===== config.mk =====
export PLATFORM = sky130hd
export DESIGN_NAME = cpu_bus_cycle_ctrl
export DESIGN_NICKNAME = d
export VERILOG_FILES = /design/src/hw/bus_cycle_pkg.sv /design/src/hw/cpu_bus_cycle_ctrl.sv
export SDC_FILE = /design/constraint.sdc
export NUM_CORES = 2
export LEC_CHECK = 0
export BUFFER_PORTS_ARGS = -buffer_cell sky130_fd_sc_hd__buf_2
export CAP_MARGIN = 10
export CORE_ASPECT_RATIO = 1.75
export CORE_MARGIN = 2
export CORE_UTILIZATION = 60
export DETAILED_ROUTE_END_ITERATION = 6
export PLACE_DENSITY = 0.81
export SYNTH_ARGS = -nofsm -noshare
export SYNTH_HDL_FRONTEND = slang
export SYNTH_SLANG_ARGS = --single-unit

===== constraint.sdc =====
create_clock -name CLK_SYS -period 7.4 [get_ports CLK_SYS]
set_input_delay 0.37 -clock CLK_SYS [delete_from_list [all_inputs] [get_ports CLK_SYS]]
set_output_delay 0.37 -clock CLK_SYS [all_outputs]
set_load 0.01 [all_outputs]

===== src/hw/bus_cycle_pkg.sv =====
// bus_cycle_pkg: constants and carrier types for the bus cycle controller.
// assumes a single 20 MHz system clock and a synchronous active-high reset.
package bus_cycle_pkg;

  // ------------------------------------------------------------------
  // sizes and fixed values
  // ------------------------------------------------------------------
  localparam int DATA_W = 64;
  localparam int PAR_W = 8;
  localparam int FIFO_DEPTH = 4;
  localparam int BURST_BEATS = 4;
  localparam logic [1:0] LAST_BEAT = 2'h3;
  localparam logic [1:0] DRAIN_BEATS = 2'h3;
  localparam logic [1:0] NA_MIN_CLKS = 2'h2;
  localparam logic [1:0] SMI_TRAP_CLKS = 2'h3;
  localparam logic [4:0] LINE_LOW_ZERO = 5'h00;
  localparam logic [31:0] INTA1_ADDR = 32'h0000_0004;
  localparam logic [31:0] INTA2_ADDR = 32'h0000_0000;
  localparam logic [31:0] PURGE_ACK_ADDR = 32'h0000_0004;
  localparam logic [1:0] INTA_NONE = 2'h0;
  localparam logic [1:0] INTA_FIRST = 2'h1;
  localparam logic [1:0] INTA_SECOND = 2'h2;

  // ------------------------------------------------------------------
  // types
  // ------------------------------------------------------------------
  typedef enum logic [2:0] {
    ST_IDLE = 3'h0,
    ST_ADDR = 3'h1,
    ST_DATA = 3'h2,
    ST_TURN = 3'h3,
    ST_HOLD = 3'h4
  } bus_st_type;

  // one bus cycle as the core asks for it
  typedef struct packed {
    logic [31:0] addr;
    logic wr;
    logic io;
    logic code;
    logic burst;
    logic lock;
    logic fifo;
  } cyc_type;

  typedef struct packed {
    cyc_type cyc;
    logic [DATA_W-1:0] data;
  } req_type;

  // pin inputs, normalised to active high
  typedef struct packed {
    logic burst_ready_in;
    logic na;
    logic ken;
    logic wb;
    logic irq;
    logic smi;
    logic ext_wbuf_empty;
    logic hold;
    logic backoff_in;
    logic purge;
    logic [DATA_W-1:0] data;
    logic [PAR_W-1:0] par;
  } pin_type;

  typedef struct packed {
    pin_type s1;
    pin_type s2;
    bus_st_type st;
    cyc_type cur;
    cyc_type nxt;
    cyc_type bus;
    logic nxt_v;
    logic [1:0] beat;
    logic na_lat;
    logic [1:0] na_cnt;
    logic [1:0] drain;
    logic [31:0] addr;
    logic ads;
    logic [DATA_W-1:0] dout;
    logic [PAR_W-1:0] dpar;
    logic doe;
    logic flt;
    logic grant;
    logic redo;
    logic ken_done;
    logic cache_s;
    logic wb_s;
    logic [1:0] inta;
    logic purge_lat;
    logic purge_act;
    logic purge_wbd;
    logic smi_lat;
    logic smm;
    logic [1:0] smi_cnt;
    logic blk;
    logic [DATA_W-1:0] rdata;
    logic rvalid;
    logic [7:0] vec;
    logic vvalid;
    logic perr;
    logic trap;
    logic enter;
  } ctl_type;

  localparam ctl_type CTL_RESET = '0;

endpackage : bus_cycle_pkg


===== src/hw/cpu_bus_cycle_ctrl.sv =====
// cpu_bus_cycle_ctrl: external bus cycle sequencer with its request fifo.
// assumes chipset pins arrive asynchronously and the core shares CLK_SYS.
// How it works
// - line write-back runs as a four-beat 64-bit burst with cacheable asserted
// - cache enable and policy inputs are never sampled during burst writes
// - first burst write data and parity are valid in the second clock
// - each sampled burst ready moves the next beat's data out one clock later
// - data holds while burst ready stays negated
// - burst writes start line aligned and run ascending
// - at least four idle clocks separate back-to-back burst writes, never pipelined
// - at most two cycles outstanding; locked and burst writes never pipelined
// - next address request sampled in every data, pipelined and turnaround clock
// - cache inputs sampled at next address request or first burst ready
// - a pipelined address comes at least two clocks after the request
// - next address request is latched and ignored until the cycle ends
// - direction change between pipelined cycles inserts one floating clock
// - interrupt gives two locked acknowledges; vector from low byte of second
// - acknowledges drive selects low, addresses 4 then 0, idle clock between
// - management interrupt enters mode at a boundary after writes drain
// - management interrupt three clocks before ready traps an I/O cycle that also has code select set
// - purge request is latched, write-backs run, then an acknowledge cycle
// - write buffer not empty blocks cache writes until seen empty again
// - hold request: finish cycles, float bus, grant until request drops
// - burst ready sampled from second clock each clock until seen
// - back-off floats the bus next clock and restarts the cycle later
`timescale 1ns/1ps

// ----------------------------------------------------------------------
// request fifo with look-ahead of every held entry
// ----------------------------------------------------------------------
module req_fifo #(
  parameter int WIDTH = 8,
  parameter int DEPTH = 4,
  parameter int CW = $clog2(DEPTH + 1)
) (
  input wire logic clk,
  input wire logic rst,
  input wire logic [WIDTH-1:0] in_data,
  input wire logic in_valid,
  output logic in_ready,
  output logic out_valid,
  input wire logic out_ready,
  output logic [DEPTH-1:0][WIDTH-1:0] look,
  output logic [CW-1:0] count
);
  localparam int PW = (DEPTH > 1) ? $clog2(DEPTH) : 1;
  typedef struct packed {
    logic [DEPTH-1:0][WIDTH-1:0] mem;
    logic [PW-1:0] rd;
    logic [CW-1:0] cnt;
  } fifo_type;
  fifo_type q;
  fifo_type d;
  logic push;
  logic pop;

  function automatic logic [PW-1:0] wrap(input int v);
    return PW'(v % DEPTH);
  endfunction : wrap

  // full and empty come straight from the count
  assign in_ready = int'(q.cnt) < DEPTH;
  assign out_valid = q.cnt != '0;
  assign push = in_valid && in_ready;
  assign pop = out_ready && out_valid;
  assign count = q.cnt;

  always_comb begin
    d = q;
    for (int i = 0; i < DEPTH; i++) begin
      look[i] = q.mem[wrap(int'(q.rd) + i)];
    end
    if (push) begin
      d.mem[wrap(int'(q.rd) + int'(q.cnt))] = in_data;
    end
    if (pop) begin
      d.rd = wrap(int'(q.rd) + 1);
    end
    d.cnt = CW'(int'(q.cnt) + int'(push) - int'(pop));
  end

  always_ff @(posedge clk) begin
    if (rst) begin
      q <= '0;
    end else begin
      q <= d;
    end
  end
endmodule : req_fifo

// ----------------------------------------------------------------------
// bus cycle controller
// ----------------------------------------------------------------------
module cpu_bus_cycle_ctrl #(
  parameter int FIFO_DEPTH = bus_cycle_pkg::FIFO_DEPTH
) (
  input wire logic CLK_SYS,
  input wire logic RST,
  input wire bus_cycle_pkg::req_type REQ,
  input wire logic REQ_VALID,
  output logic REQ_READY,
  input wire logic INSTR_BOUNDARY,
  input wire logic RESUME_DONE,
  input wire logic PURGE_WB_DONE,
  output logic [63:0] RD_DATA,
  output logic RD_VALID,
  output logic RD_CACHEABLE,
  output logic RD_WRITEBACK,
  output logic PARITY_ERR,
  output logic [7:0] VECTOR,
  output logic VECTOR_VALID,
  output logic IO_TRAP,
  output logic MGMT_ENTER,
  output logic PURGE_ACTIVE,
  output logic CACHE_WR_ALLOW,
  output logic [31:0] ADDR_OUT,
  output logic ADS_N,
  output logic MEM_IO_SEL,
  output logic DATA_CODE_SEL,
  output logic WRITE_READ_SEL,
  output logic CACHEABLE_OUT_N,
  output logic LOCK_N,
  output logic BUS_OE_N,
  output logic [63:0] DATA_OUT,
  output logic [7:0] DATA_PAR_OUT,
  output logic DATA_OE_N,
  input wire logic [63:0] DATA_IN,
  input wire logic [7:0] DATA_PAR_IN,
  input wire logic BURST_READY_IN_N,
  input wire logic NEXT_ADDR_REQ_N,
  input wire logic CACHE_ENABLE_IN_N,
  input wire logic WRITEBACK_POLICY_IN,
  input wire logic MASKABLE_IRQ_IN,
  input wire logic MGMT_IRQ_IN_N,
  output logic MGMT_MODE_ACTIVE_N,
  input wire logic EXT_WBUF_EMPTY_N,
  input wire logic HOLD_REQ_IN,
  output logic HOLD_GRANT_OUT,
  input wire logic BACKOFF_IN_N,
  input wire logic CACHE_PURGE_REQ_N
);
  localparam int RW = $bits(bus_cycle_pkg::req_type);
  localparam int CW = $clog2(FIFO_DEPTH + 1);

  bus_cycle_pkg::ctl_type q;
  bus_cycle_pkg::ctl_type d;
  bus_cycle_pkg::pin_type pin;
  bus_cycle_pkg::req_type hd [FIFO_DEPTH];
  logic [FIFO_DEPTH-1:0][RW-1:0] look;
  logic [CW-1:0] fifo_cnt;
  logic fifo_valid;
  logic pop;
  logic done;
  logic go;
  bus_cycle_pkg::cyc_type iss;

  // even parity per byte lane, for driven and for checked data
  function automatic logic [7:0] par8(input logic [63:0] v);
    logic [7:0] p;
    for (int i = 0; i < 8; i++) begin
      p[i] = ^v[8*i +: 8];
    end
    return p;
  endfunction : par8

  // ------------------------------------------------------------------
  // request path
  // ------------------------------------------------------------------
  req_fifo #(.WIDTH(RW), .DEPTH(FIFO_DEPTH)) u_fifo (
    .clk(CLK_SYS),
    .rst(RST),
    .in_data(REQ),
    .in_valid(REQ_VALID),
    .in_ready(REQ_READY),
    .out_valid(fifo_valid),
    .out_ready(pop),
    .look(look),
    .count(fifo_cnt)
  );

  // normalise pin polarity before the two synchroniser stages
  assign pin = '{burst_ready_in: !BURST_READY_IN_N, na: !NEXT_ADDR_REQ_N,
                 ken: !CACHE_ENABLE_IN_N, wb: WRITEBACK_POLICY_IN,
                 irq: MASKABLE_IRQ_IN, smi: !MGMT_IRQ_IN_N,
                 ext_wbuf_empty: !EXT_WBUF_EMPTY_N, hold: HOLD_REQ_IN,
                 backoff_in: !BACKOFF_IN_N, purge: !CACHE_PURGE_REQ_N,
                 data: DATA_IN, par: DATA_PAR_IN};

  // cycle ends on the last sampled ready; back-off cancels that ready
  assign done = q.st == bus_cycle_pkg::ST_DATA && q.s2.burst_ready_in && !q.s2.backoff_in
    && (!q.cur.burst || q.beat == bus_cycle_pkg::LAST_BEAT);
  // burst entries leave the fifo only after the whole line is accepted,
  // so a back-off restart can still replay every beat
  assign pop = (done && q.cur.fifo) || q.drain != 2'h0;

  // ------------------------------------------------------------------
  // next state
  // ------------------------------------------------------------------
  always_comb begin
    d = q;
    go = 1'b0;
    iss = q.cur;
    for (int i = 0; i < FIFO_DEPTH; i++) begin
      hd[i] = bus_cycle_pkg::req_type'(look[i]);
    end
    d.s1 = pin;
    d.s2 = q.s1;
    d.ads = 1'b0;
    d.rvalid = 1'b0;
    d.vvalid = 1'b0;
    d.perr = 1'b0;
    d.trap = 1'b0;
    d.enter = 1'b0;
    // requests are latched; a new one wins over its own clear
    d.smi_lat = q.smi_lat || q.s2.smi;
    d.purge_lat = q.purge_lat || q.s2.purge;
    d.purge_wbd = q.purge_wbd || PURGE_WB_DONE;
    if (q.s2.smi && q.smi_cnt != bus_cycle_pkg::SMI_TRAP_CLKS) begin
      d.smi_cnt = q.smi_cnt + 2'h1;
    end else if (!q.s2.smi) begin
      d.smi_cnt = 2'h0;
    end
    if (RESUME_DONE) begin
      d.smm = 1'b0;
    end
    if (q.blk && q.s2.ext_wbuf_empty) begin
      d.blk = 1'b0;
    end
    if (q.drain != 2'h0) begin
      d.drain = q.drain - 2'h1;
    end
    // next address request: latched once, then ignored
    if ((q.st == bus_cycle_pkg::ST_DATA || q.st == bus_cycle_pkg::ST_TURN)
        && q.s2.na && !q.na_lat) begin
      d.na_lat = 1'b1;
      d.na_cnt = 2'h0;
    end else if (q.na_lat && q.na_cnt != bus_cycle_pkg::NA_MIN_CLKS) begin
      d.na_cnt = q.na_cnt + 2'h1;
    end
    // cache inputs: first of request or ready, reads only
    if (q.st == bus_cycle_pkg::ST_DATA && !q.cur.wr && !q.ken_done
        && ((q.s2.na && !q.na_lat) || q.s2.burst_ready_in)) begin
      d.ken_done = 1'b1;
      d.cache_s = q.s2.ken;
      d.wb_s = q.s2.wb;
    end
    case (q.st)
      bus_cycle_pkg::ST_IDLE: begin
        if (q.s2.hold) begin
          d.st = bus_cycle_pkg::ST_HOLD;
          d.grant = 1'b1;
          d.flt = 1'b1;
        end else if (q.drain == 2'h0) begin
          // a fresh cycle only after the idle clock
          if (q.inta == bus_cycle_pkg::INTA_SECOND) begin
            iss = '{bus_cycle_pkg::INTA2_ADDR, 1'b0, 1'b1, 1'b0,
                    1'b0, 1'b1, 1'b0};
            go = 1'b1;
          end else if (INSTR_BOUNDARY && q.smi_lat && !fifo_valid
                       && !q.smm) begin
            d.smm = 1'b1;
            d.enter = 1'b1;
            d.smi_lat = q.s2.smi;
          end else if (INSTR_BOUNDARY && q.purge_lat) begin
            d.purge_act = 1'b1;
            d.purge_wbd = 1'b0;
            d.purge_lat = q.s2.purge;
          end else if (q.purge_act && q.purge_wbd && !fifo_valid) begin
            iss = '{bus_cycle_pkg::PURGE_ACK_ADDR, 1'b1, 1'b1, 1'b0,
                    1'b0, 1'b0, 1'b0};
            go = 1'b1;
          end else if (INSTR_BOUNDARY && q.s2.irq && !q.purge_act
                       && q.inta == bus_cycle_pkg::INTA_NONE) begin
            d.inta = bus_cycle_pkg::INTA_FIRST;
            iss = '{bus_cycle_pkg::INTA1_ADDR, 1'b0, 1'b1, 1'b0,
                    1'b0, 1'b1, 1'b0};
            go = 1'b1;
          end else if (fifo_valid && (!hd[0].cyc.burst
                       || int'(fifo_cnt) >= bus_cycle_pkg::BURST_BEATS)) begin
            iss = hd[0].cyc;
            iss.fifo = 1'b1;
            if (iss.burst) begin
              iss.addr[4:0] = bus_cycle_pkg::LINE_LOW_ZERO;
            end
            go = 1'b1;
          end
        end
      end
      bus_cycle_pkg::ST_ADDR: begin
        // first data valid in the second clock
        d.st = bus_cycle_pkg::ST_DATA;
        d.doe = q.cur.wr;
        d.dout = q.cur.fifo ? hd[0].data : '0;
      end
      bus_cycle_pkg::ST_TURN: begin
        // bus floated for this clock, write data follows
        d.st = bus_cycle_pkg::ST_DATA;
        d.doe = q.cur.wr;
        d.dout = hd[0].data;
      end
      bus_cycle_pkg::ST_DATA: begin
        // second cycle only behind plain unlocked fifo cycles
        if (q.na_lat && q.na_cnt == bus_cycle_pkg::NA_MIN_CLKS && !q.nxt_v
            && q.cur.fifo && !q.cur.lock && !q.cur.burst && !q.s2.hold
            && !done && int'(fifo_cnt) >= 2 && !hd[1].cyc.burst
            && !hd[1].cyc.lock) begin
          d.nxt = hd[1].cyc;
          d.nxt.fifo = 1'b1;
          d.nxt_v = 1'b1;
          d.bus = d.nxt;
          d.addr = hd[1].cyc.addr;
          d.ads = 1'b1;
        end
        if (q.s2.burst_ready_in && !q.s2.backoff_in && !done) begin
          d.beat = q.beat + 2'h1;
          d.dout = hd[q.beat + 2'h1].data;
        end else if (done) begin
          d.beat = 2'h0;
          d.na_lat = 1'b0;
          d.ken_done = 1'b0;
          d.drain = q.cur.burst ? bus_cycle_pkg::DRAIN_BEATS : 2'h0;
          if (!q.cur.wr) begin
            d.rdata = q.s2.data;
            d.rvalid = q.inta == bus_cycle_pkg::INTA_NONE;
            d.perr = q.inta != bus_cycle_pkg::INTA_FIRST
              && par8(q.s2.data) != q.s2.par;
          end
          if (q.inta == bus_cycle_pkg::INTA_FIRST) begin
            d.inta = bus_cycle_pkg::INTA_SECOND;
          end else if (q.inta == bus_cycle_pkg::INTA_SECOND) begin
            d.inta = bus_cycle_pkg::INTA_NONE;
            d.vec = q.s2.data[7:0];
            d.vvalid = 1'b1;
          end
          if (q.cur.io && q.cur.code
              && q.smi_cnt == bus_cycle_pkg::SMI_TRAP_CLKS) begin
            d.trap = 1'b1;
          end
          if (q.cur.wr && !q.s2.ext_wbuf_empty) begin
            d.blk = 1'b1;
          end
          if (q.cur.wr && !q.cur.fifo) begin
            d.purge_act = 1'b0;
          end
          if (q.nxt_v) begin
            d.cur = q.nxt;
            d.nxt_v = 1'b0;
            if (q.nxt.wr != q.cur.wr) begin
              d.st = bus_cycle_pkg::ST_TURN;
              d.doe = 1'b0;
            end else begin
              d.dout = hd[1].data;
            end
          end else begin
            d.st = bus_cycle_pkg::ST_IDLE;
            d.doe = 1'b0;
          end
        end
      end
      bus_cycle_pkg::ST_HOLD: begin
        d.grant = q.s2.hold && !q.redo;
        if (!q.s2.hold && !q.s2.backoff_in) begin
          d.flt = 1'b0;
          d.grant = 1'b0;
          d.st = bus_cycle_pkg::ST_IDLE;
          if (q.redo) begin
            d.redo = 1'b0;
            iss = q.cur;
            go = 1'b1;
          end
        end
      end
      default: begin
        d.st = bus_cycle_pkg::ST_IDLE;
      end
    endcase
    if (go) begin
      d.cur = iss;
      d.bus = iss;
      d.addr = iss.addr;
      d.ads = 1'b1;
      d.st = bus_cycle_pkg::ST_ADDR;
      d.ken_done = 1'b0;
    end
    // back-off beats everything: float next clock, replay later
    if (q.s2.backoff_in) begin
      d.st = bus_cycle_pkg::ST_HOLD;
      d.flt = 1'b1;
      d.ads = 1'b0;
      d.doe = 1'b0;
      d.nxt_v = 1'b0;
      d.na_lat = 1'b0;
      d.beat = 2'h0;
      d.ken_done = 1'b0;
      d.redo = q.redo || go || (q.st != bus_cycle_pkg::ST_IDLE
                               && q.st != bus_cycle_pkg::ST_HOLD);
    end
    d.dpar = par8(d.dout);
  end

  always_ff @(posedge CLK_SYS) begin
    if (RST) begin
      q <= bus_cycle_pkg::CTL_RESET;
    end else begin
      q <= d;
    end
  end

  // ------------------------------------------------------------------
  // outputs, all from flops
  // ------------------------------------------------------------------
  assign ADDR_OUT = q.addr;
  assign ADS_N = !q.ads;
  assign MEM_IO_SEL = !q.bus.io;
  assign DATA_CODE_SEL = q.bus.code;
  assign WRITE_READ_SEL = q.bus.wr;
  assign CACHEABLE_OUT_N = !q.bus.burst;
  assign LOCK_N = !q.bus.lock;
  assign BUS_OE_N = q.flt;
  assign DATA_OUT = q.dout;
  assign DATA_PAR_OUT = q.dpar;
  assign DATA_OE_N = !q.doe;
  assign RD_DATA = q.rdata;
  assign RD_VALID = q.rvalid;
  assign RD_CACHEABLE = q.cache_s;
  assign RD_WRITEBACK = q.wb_s;
  assign PARITY_ERR = q.perr;
  assign VECTOR = q.vec;
  assign VECTOR_VALID = q.vvalid;
  assign IO_TRAP = q.trap;
  assign MGMT_ENTER = q.enter;
  assign MGMT_MODE_ACTIVE_N = !q.smm;
  assign PURGE_ACTIVE = q.purge_act;
  assign CACHE_WR_ALLOW = !q.blk;
  assign HOLD_GRANT_OUT = q.grant;
endmodule : cpu_bus_cycle_ctrl


==> Word-level counts from Yosys, hierarchy flattened <==
Cells that the tools add are included.
{ "word_totals": {"register_bits": 868, "elab_cells": 415} }
{ "op_classes": {"n_eq_ne": 44, "n_reduce_logical": 143, "mux": 117, "n_bitwise": 8, "n_addsub": 10, "n_lt_le_gt_ge": 10} }
{ "op_table": {"columns": ["op", "count"], "rows": [
  ["$bmux W102 S2", 5],
  ["$mux W102", 5],
  ["$mux W64", 7],
  ["$bwmux W408", 1],
  ["$mux W38", 10],
  ["$mux W77", 4],
  ["$demux W102 S2", 1],
  ["$pmux W64 S3", 1],
  ["$reduce_xor A8 Y1", 16],
  ["$mux W41", 3],
  ["$mux W118", 1],
  ["$mux W33", 2],
  ["$mux W65", 1],
  ["$logic_and A1 B1 Y1", 46],
  ["$mux W35", 1],
  ["$mux W1", 34],
  ["$mux W2", 17],
  ["$logic_not A1 Y1", 31],
  ["$ne A2 B2 Y1 const B", 15],
  ["$mux W3", 9],
  ["$reduce_bool A2 Y1", 11],
  ["$mux W7", 3],
  ["$ne A3 B3 Y1 const B", 7],
  ["$reduce_and A5 Y1", 4],
  ["46 further kinds", 97]
]} }

==> Longest topological paths before layout <==
{ "logic_depth": {"ltp_word": 18, "ltp_mapped": 15} }

==> Modules after synthesis <==
Synthesis repeated with hierarchy kept, for this count alone.
{ "hier_totals": {"hier_cells": 4407, "hier_area_um2": 46870.0} }
{ "by_module_without_submodules": {"columns": ["mod", "seq_area_each_um2", "n_inst", "area_per_inst_um2", "cells_each"], "rows": [
  ["req_fifo", 8267.9, 1, 25924.9, 1967],
  ["cpu_bus_cycle_ctrl", 9108.7, 1, 20945.1, 2440]
]} }

==> Least setup slack after synthesis <==
OpenSTA, ideal clock, no wires.
{ "synth_path": {"path_type": "register to register", "startpoint": "reg q[321] (netlist bit)", "endpoint": "reg u_fifo.q, in the netlist u_fifo.count[2]", "setup_slack_ns": 4.547, "arrival_ns": 2.726, "n_path_buf": 3, "stages_incl_launch_ff": 15, "required_time_ns": 7.272, "path_cell_list": "dfxtp_1 -> buf_6 -> or3b_1 -> buf_4 -> nor3_4 -> buf_2 -> nand2_1 -> a21oi_1 -> ha_1 -> inv_1 -> ha_1 -> inv_1 -> fa_1 -> xnor2_1 -> nor2_1"} }
{ "synth_between": {"elab_chain_cells": 8} }
{ "synth_lines": {"columns": ["element", "line", "source"], "rows": [
  ["from (decl)", "cpu_bus_cycle_ctrl.sv:145", "bus_cycle_pkg::ctl_type q;"],
  ["from (signal assigned)", "cpu_bus_cycle_ctrl.sv:403", "q <= bus_cycle_pkg::CTL_RESET;"],
  ["$eq A3 B2 Y1", "cpu_bus_cycle_ctrl.sv:190", "assign done = q.st == bus_cycle_pkg::ST_DATA && q.s2.burst_ready_in && !q.s2.backoff_in"],
  ["$logic_and A1 B1 Y1 (2 in series)", "cpu_bus_cycle_ctrl.sv:190", null],
  ["$logic_and A1 B1 Y1", "cpu_bus_cycle_ctrl.sv:191", "&& (!q.cur.burst || q.beat == bus_cycle_pkg::LAST_BEAT);"],
  ["$logic_and A1 B1 Y1", "cpu_bus_cycle_ctrl.sv:194", "assign pop = (done && q.cur.fifo) || q.drain != 2'h0;"],
  ["$logic_or A1 B1 Y1", "cpu_bus_cycle_ctrl.sv:194", null],
  ["$logic_and A1 B1 Y1", "cpu_bus_cycle_ctrl.sv:65", "assign pop = out_ready && out_valid;"],
  ["via u_fifo.pop", "cpu_bus_cycle_ctrl.sv:55", "logic pop;"],
  ["$sub A3 B2 Y3", "cpu_bus_cycle_ctrl.sv:79", "d.cnt = CW'(int'(q.cnt) + int'(push) - int'(pop));"],
  ["to (signal assigned)", "cpu_bus_cycle_ctrl.sv:84", "q <= '0;"],
  ["to (signal assigned)", "cpu_bus_cycle_ctrl.sv:86", "q <= d;"],
  ["to (decl)", "cpu_bus_cycle_ctrl.sv:52", "fifo_type q;"]
]} }
The timed path passes the listed nets, and every way through them passes these cells.
A chain may end at the register's enable or synchronous reset.

==> Worst setup path in the final report <==
{ "layout_path": {"startpoint": "reg q[204] (netlist bit)", "endpoint": "reg q, in the netlist DATA_PAR_OUT[7]"} }
{ "layout_between": {"elab_chain_cells": 8, "word_cells_on_any_way": 14} }
{ "layout_lines": {"columns": ["element", "line", "source"], "rows": [
  ["$add A2 B1 Y2 / $eq A2 B2 Y1 (equally long branches)", "cpu_bus_cycle_ctrl.sv:316, cpu_bus_cycle_ctrl.sv:191", null],
  ["$not A2 Y3 (implied by the code) / $logic_or A1 B1 Y1 (equally long branches)", "cpu_bus_cycle_ctrl.sv:316, cpu_bus_cycle_ctrl.sv:191", null],
  ["$bmux W102 S2 / $logic_and A1 B1 Y1 (equally long branches)", "cpu_bus_cycle_ctrl.sv:316, cpu_bus_cycle_ctrl.sv:191", null],
  ["$mux W64 (implied by the code) / $logic_not A1 Y1 (equally long branches)", "cpu_bus_cycle_ctrl.sv:316, cpu_bus_cycle_ctrl.sv:314", null],
  ["$mux W64 (implied by the code) / $logic_and A1 B1 Y1 (equally long branches)", "cpu_bus_cycle_ctrl.sv:316, cpu_bus_cycle_ctrl.sv:314", null],
  ["$mux W64 (*)", "cpu_bus_cycle_ctrl.sv:314", "if (q.s2.burst_ready_in && !q.s2.backoff_in && !done) begin"],
  ["$pmux W64 S3 (*)", "cpu_bus_cycle_ctrl.sv:247", "case (q.st)"],
  ["$reduce_xor A8 Y1 (*)", "cpu_bus_cycle_ctrl.sv:161", "p[i] = ^v[8*i +: 8];"]
]} }
Every way passes the cells marked *; elsewhere a longest branch is shown, timed or not. The select of a mux whose other input is x is not followed.

==> results.md <==
- Switching Fraction: 0.328
- Startpoint Class: register
- RR Startpoint: q[204]
- Critical Path Max Stage Delay: 950 ps
- Site Rows: 125
- Hold Crit Start: REQ[12]
- CP endpoint kind: register
- R2r setup slk: 2490 ps
- Global placement routability congestion: 0.895
- Final hold vios: 0
- Clock Power Share: 0.327
- Area of the core: 66000 um2
- Total congestion overflow: 0
- Status: complete, no violations
- Dpl cells: 5321
- Postcts setup bufs: 0
- Maximum clock path buffer count: 3
- Fraction of layout cells with a size suffix above 1: 0.170
- Sequential area share after synthesis: 0.435
- Netlist Area Pre-Place: 39800 um2
- Num CTS Buffers: 77
- Slowest stage cell, crit path: dfxtp_1
- Leakage power: 16.1 nW
- Final setup violation count: 0
- Cell chosen for the clock root: clkbuf_16
- Vias in the first global route: 34600
- Sequential cell fraction of total power: 0.427
- Ys Warns: 0
- Pre-antenna DRT Iters: 6
- Internal: 8.59 mW
- Final Instance Count excl. Fillers: 5659
- Final HPWL DP: 72200 um
- Slew Viols, Final: 0
- Via count: 35100
- H-tree Lvls: 3
- Cell Pwr Density: 285 nW/um2
- Buffers on Ports: 384
- Ys flop type: dfxtp_1
- Comb power frac: 0.246
- Most common cell after layout, fill and taps aside: nand2_1
- Stages on the worst setup path: 10
- CP Data Required Time: 7980 ps
- Beginning of the critical path: q[204]
- Hold Crit Class: in2reg
- Post-synth EDFFs: 0
- Syn avg cell area: 8.80 um2
- Tmin final: 4910 ps
- Crit-path max FO: 35
- Ys async rst share: 0
- Initial core utilization: 0.603
- Final core occ: 0.681
- CTS tree: yes
- Clock Sinks: 864
- Delay-heaviest family, CP: XOR/XNOR gates
- Distinct cells, synth: 82
- Worst Path Buf+Inv: 1
- Drt drc: 0
- Largest net degree at the start of global routing: 169
- RSZ-0062 raised after global routing: false
- Num ports: 386
- Initial antenna violation count: 16
- First-pass GRT wire length: 189000 um
- Worst Skew: 25.4 ps
- Fmax: 204 MHz
- R2R cell count: 10
- Total Wirelength: 124000 um
- Post-DP Area: 40500 um2
- Clk slew on worst S/H paths: 70 ps
- Worst r2r dst: DATA_PAR_OUT[7]
- DR WL/cell: 22.0 um
- Post-route ant nets: 0
- Top cell by count, worst path: xnor2_1
- CP endpoint: DATA_PAR_OUT[7]
- All-Layer GR Usage: 0.355
- Die area: 68500 um2
- Commonest non-fill, non-tap cells in the layout: 1303 x nand2_1, 862 x dfxtp_1, 605 x a21oi_1
- Die Height: 345 um
- Setup TNS: 0 ps
- Slew @ Worst Pin: 1290 ps
- Clk Latency, worst-skew pair: 660 ps
- DR vias/cell: 6.21
- Mapped Cells: 4525
- Initial drt markers: 3797
- Slew headroom: 0.129
- Sw Pwr: 4.19 mW
- Worst EP arrival: 5490 ps
- Crit Path Class: reg2reg
- Nets: 4892
- VDD IR max: 0.212 mV
- Crit path cell chain: ha_1 -> xnor2_4 -> mux2i_4 -> buf_4 -> o221ai_1 -> and2_1 -> xnor2_1 -> xnor2_1 -> xnor3_1 -> nor2_1
- Post-Syn Nets: 4724
- Final instance area: 44900 um2
- Horiz. Die Dim: 199 um
- Cells resized by post-CTS repair: 0
- Layout area overhead: 12.8%
- Max-cap viol count: 0
- Yosys reg bits: 864
- Crit share post-route: 0.663
==> worst register-to-register path, cell delays in order, from the launching register on <==
cell and delay, ps:
dfxtp_1 950, ha_1 610, xnor2_4 290, mux2i_4 830, buf_4 650, o221ai_1 190, and2_1 200, xnor2_1 400
xnor2_1 220, xnor3_1 380, nor2_1 110
==> cells in the mapped netlist (all sizes together) (19+ instances only) <==
cell type	number	area, um2
nor3	37	201
nand3	51	260
nand2	1306	4900
a21oi	606	3040
clkbuf	215	807
mux4	200	4500
and2	38	238
a22o	22	193
a22oi	28	210
nor2b	169	1060
o21ai	19	106
a211oi	35	278
inv	21	78.8
dfxtp	864	17300
xnor2	91	812
o221ai	55	482
xor2	19	185
mux2i	38	388
a31oi	59	369
a222oi	23	230
nor2	181	687
buf	312	2130
==> stage by stage <==
| stage | setup WS, ps | power, mW | hold slack [ps] |
|---|---|---|---|
| 2_1_floorplan | 4550 | 7.58 | 375 |
| 3_3_place_gp | 2820 | 8.39 | 378 |
| 3_5_place_dp | 2710 | 8.49 | 386 |
| 4_1_cts | 2690 | 12.7 | 5.62 |
| 5_1_grt | 2460 | 13.2 | 26.7 |
| 6_report | 2490 | 12.8 | 28.5 |
==> sequential cells by signal, summed over array words and instances (netlist names) <==
name / cells
RD_VALID: 1
WRITE_READ_SEL: 1
MGMT_ENTER: 1
PURGE_ACTIVE: 1
VECTOR_VALID: 1
IO_TRAP: 1
VECTOR: 8
PARITY_ERR: 1
RD_CACHEABLE: 1
RD_WRITEBACK: 1
DATA_PAR_OUT: 8
DATA_CODE_SEL: 1
DATA_OUT: 64
ADDR_OUT: 32
HOLD_GRANT_OUT: 1
u_fifo.count: 3
u_fifo.q: 406
BUS_OE_N: 1
q: 185
d: 82
RD_DATA: 64
==> worst min path at each step <==
| stage | end | slack (ps) | cells after the start |
|---|---|---|---|
| after global placement | q[77] | 380 | 1 |
| final | u_fifo.q[221] | 30 | 3 |
| after CTS | u_fifo.q[17] | 6 | 3 |
| after detailed placement | q[77] | 390 | 1 |
| after floorplan | q[77] | 380 | 1 |
| after global routing | u_fifo.q[222] | 30 | 3 |
==> power groups by stage <==
stage | sequential [mW] | combinational [mW] | clock [mW]
finish | 5.46 | 3.15 | 4.18
CTS | 5.43 | 3.06 | 4.19
global route | 5.50 | 3.34 | 4.38
detailed placement | 5.53 | 2.95 | 0
floorplan | 5.40 | 2.17 | 0
global placement | 5.51 | 2.88 | 0
==> cell type report <==
| type | instances | area [um2] |
|---|---|---|
| Sequential cell | 864 | 17300 |
| Multi-Input combinational cell | 3113 | 19600 |
| Tap cell | 889 | 1110 |
| Clock buffer | 116 | 2240 |
| Clock inverter | 26 | 350 |
| Inverter | 21 | 78.8 |
| Fill cell | 5089 | 21100 |
| Antenna cell | 14 | 35.0 |
| Timing Repair Buffer | 616 | 4150 |
==> logic make-up after synthesis <==
family | Yosys count | synth area share
AO/OA/AOI/OAI | 915 | 0.139
XOR/XNOR | 120 | 0.0307
adder cells (fa/ha/maj) | 9 | 0.00302
buffers and inverters | 548 | 0.0757
flip-flops | 864 | 0.435
multiplexers | 250 | 0.126
AND/OR/NAND/NOR | 1819 | 0.191
==> metal layers <==
layer,global-route usage,part of all wire
met4,0.235,0.060
met2,0.609,0.49
met5,0,0.00014
met3,0.0837,0.11
met1,0.391,0.34
==> repair_timing <==
item | 4_1_cts | 5_1_grt
hold buffers | 182 | 0
hold endpoints to repair | 465 | 0
endpoints found under the setup margin | 0 | 0
Power figures use the tool's default switching activity.
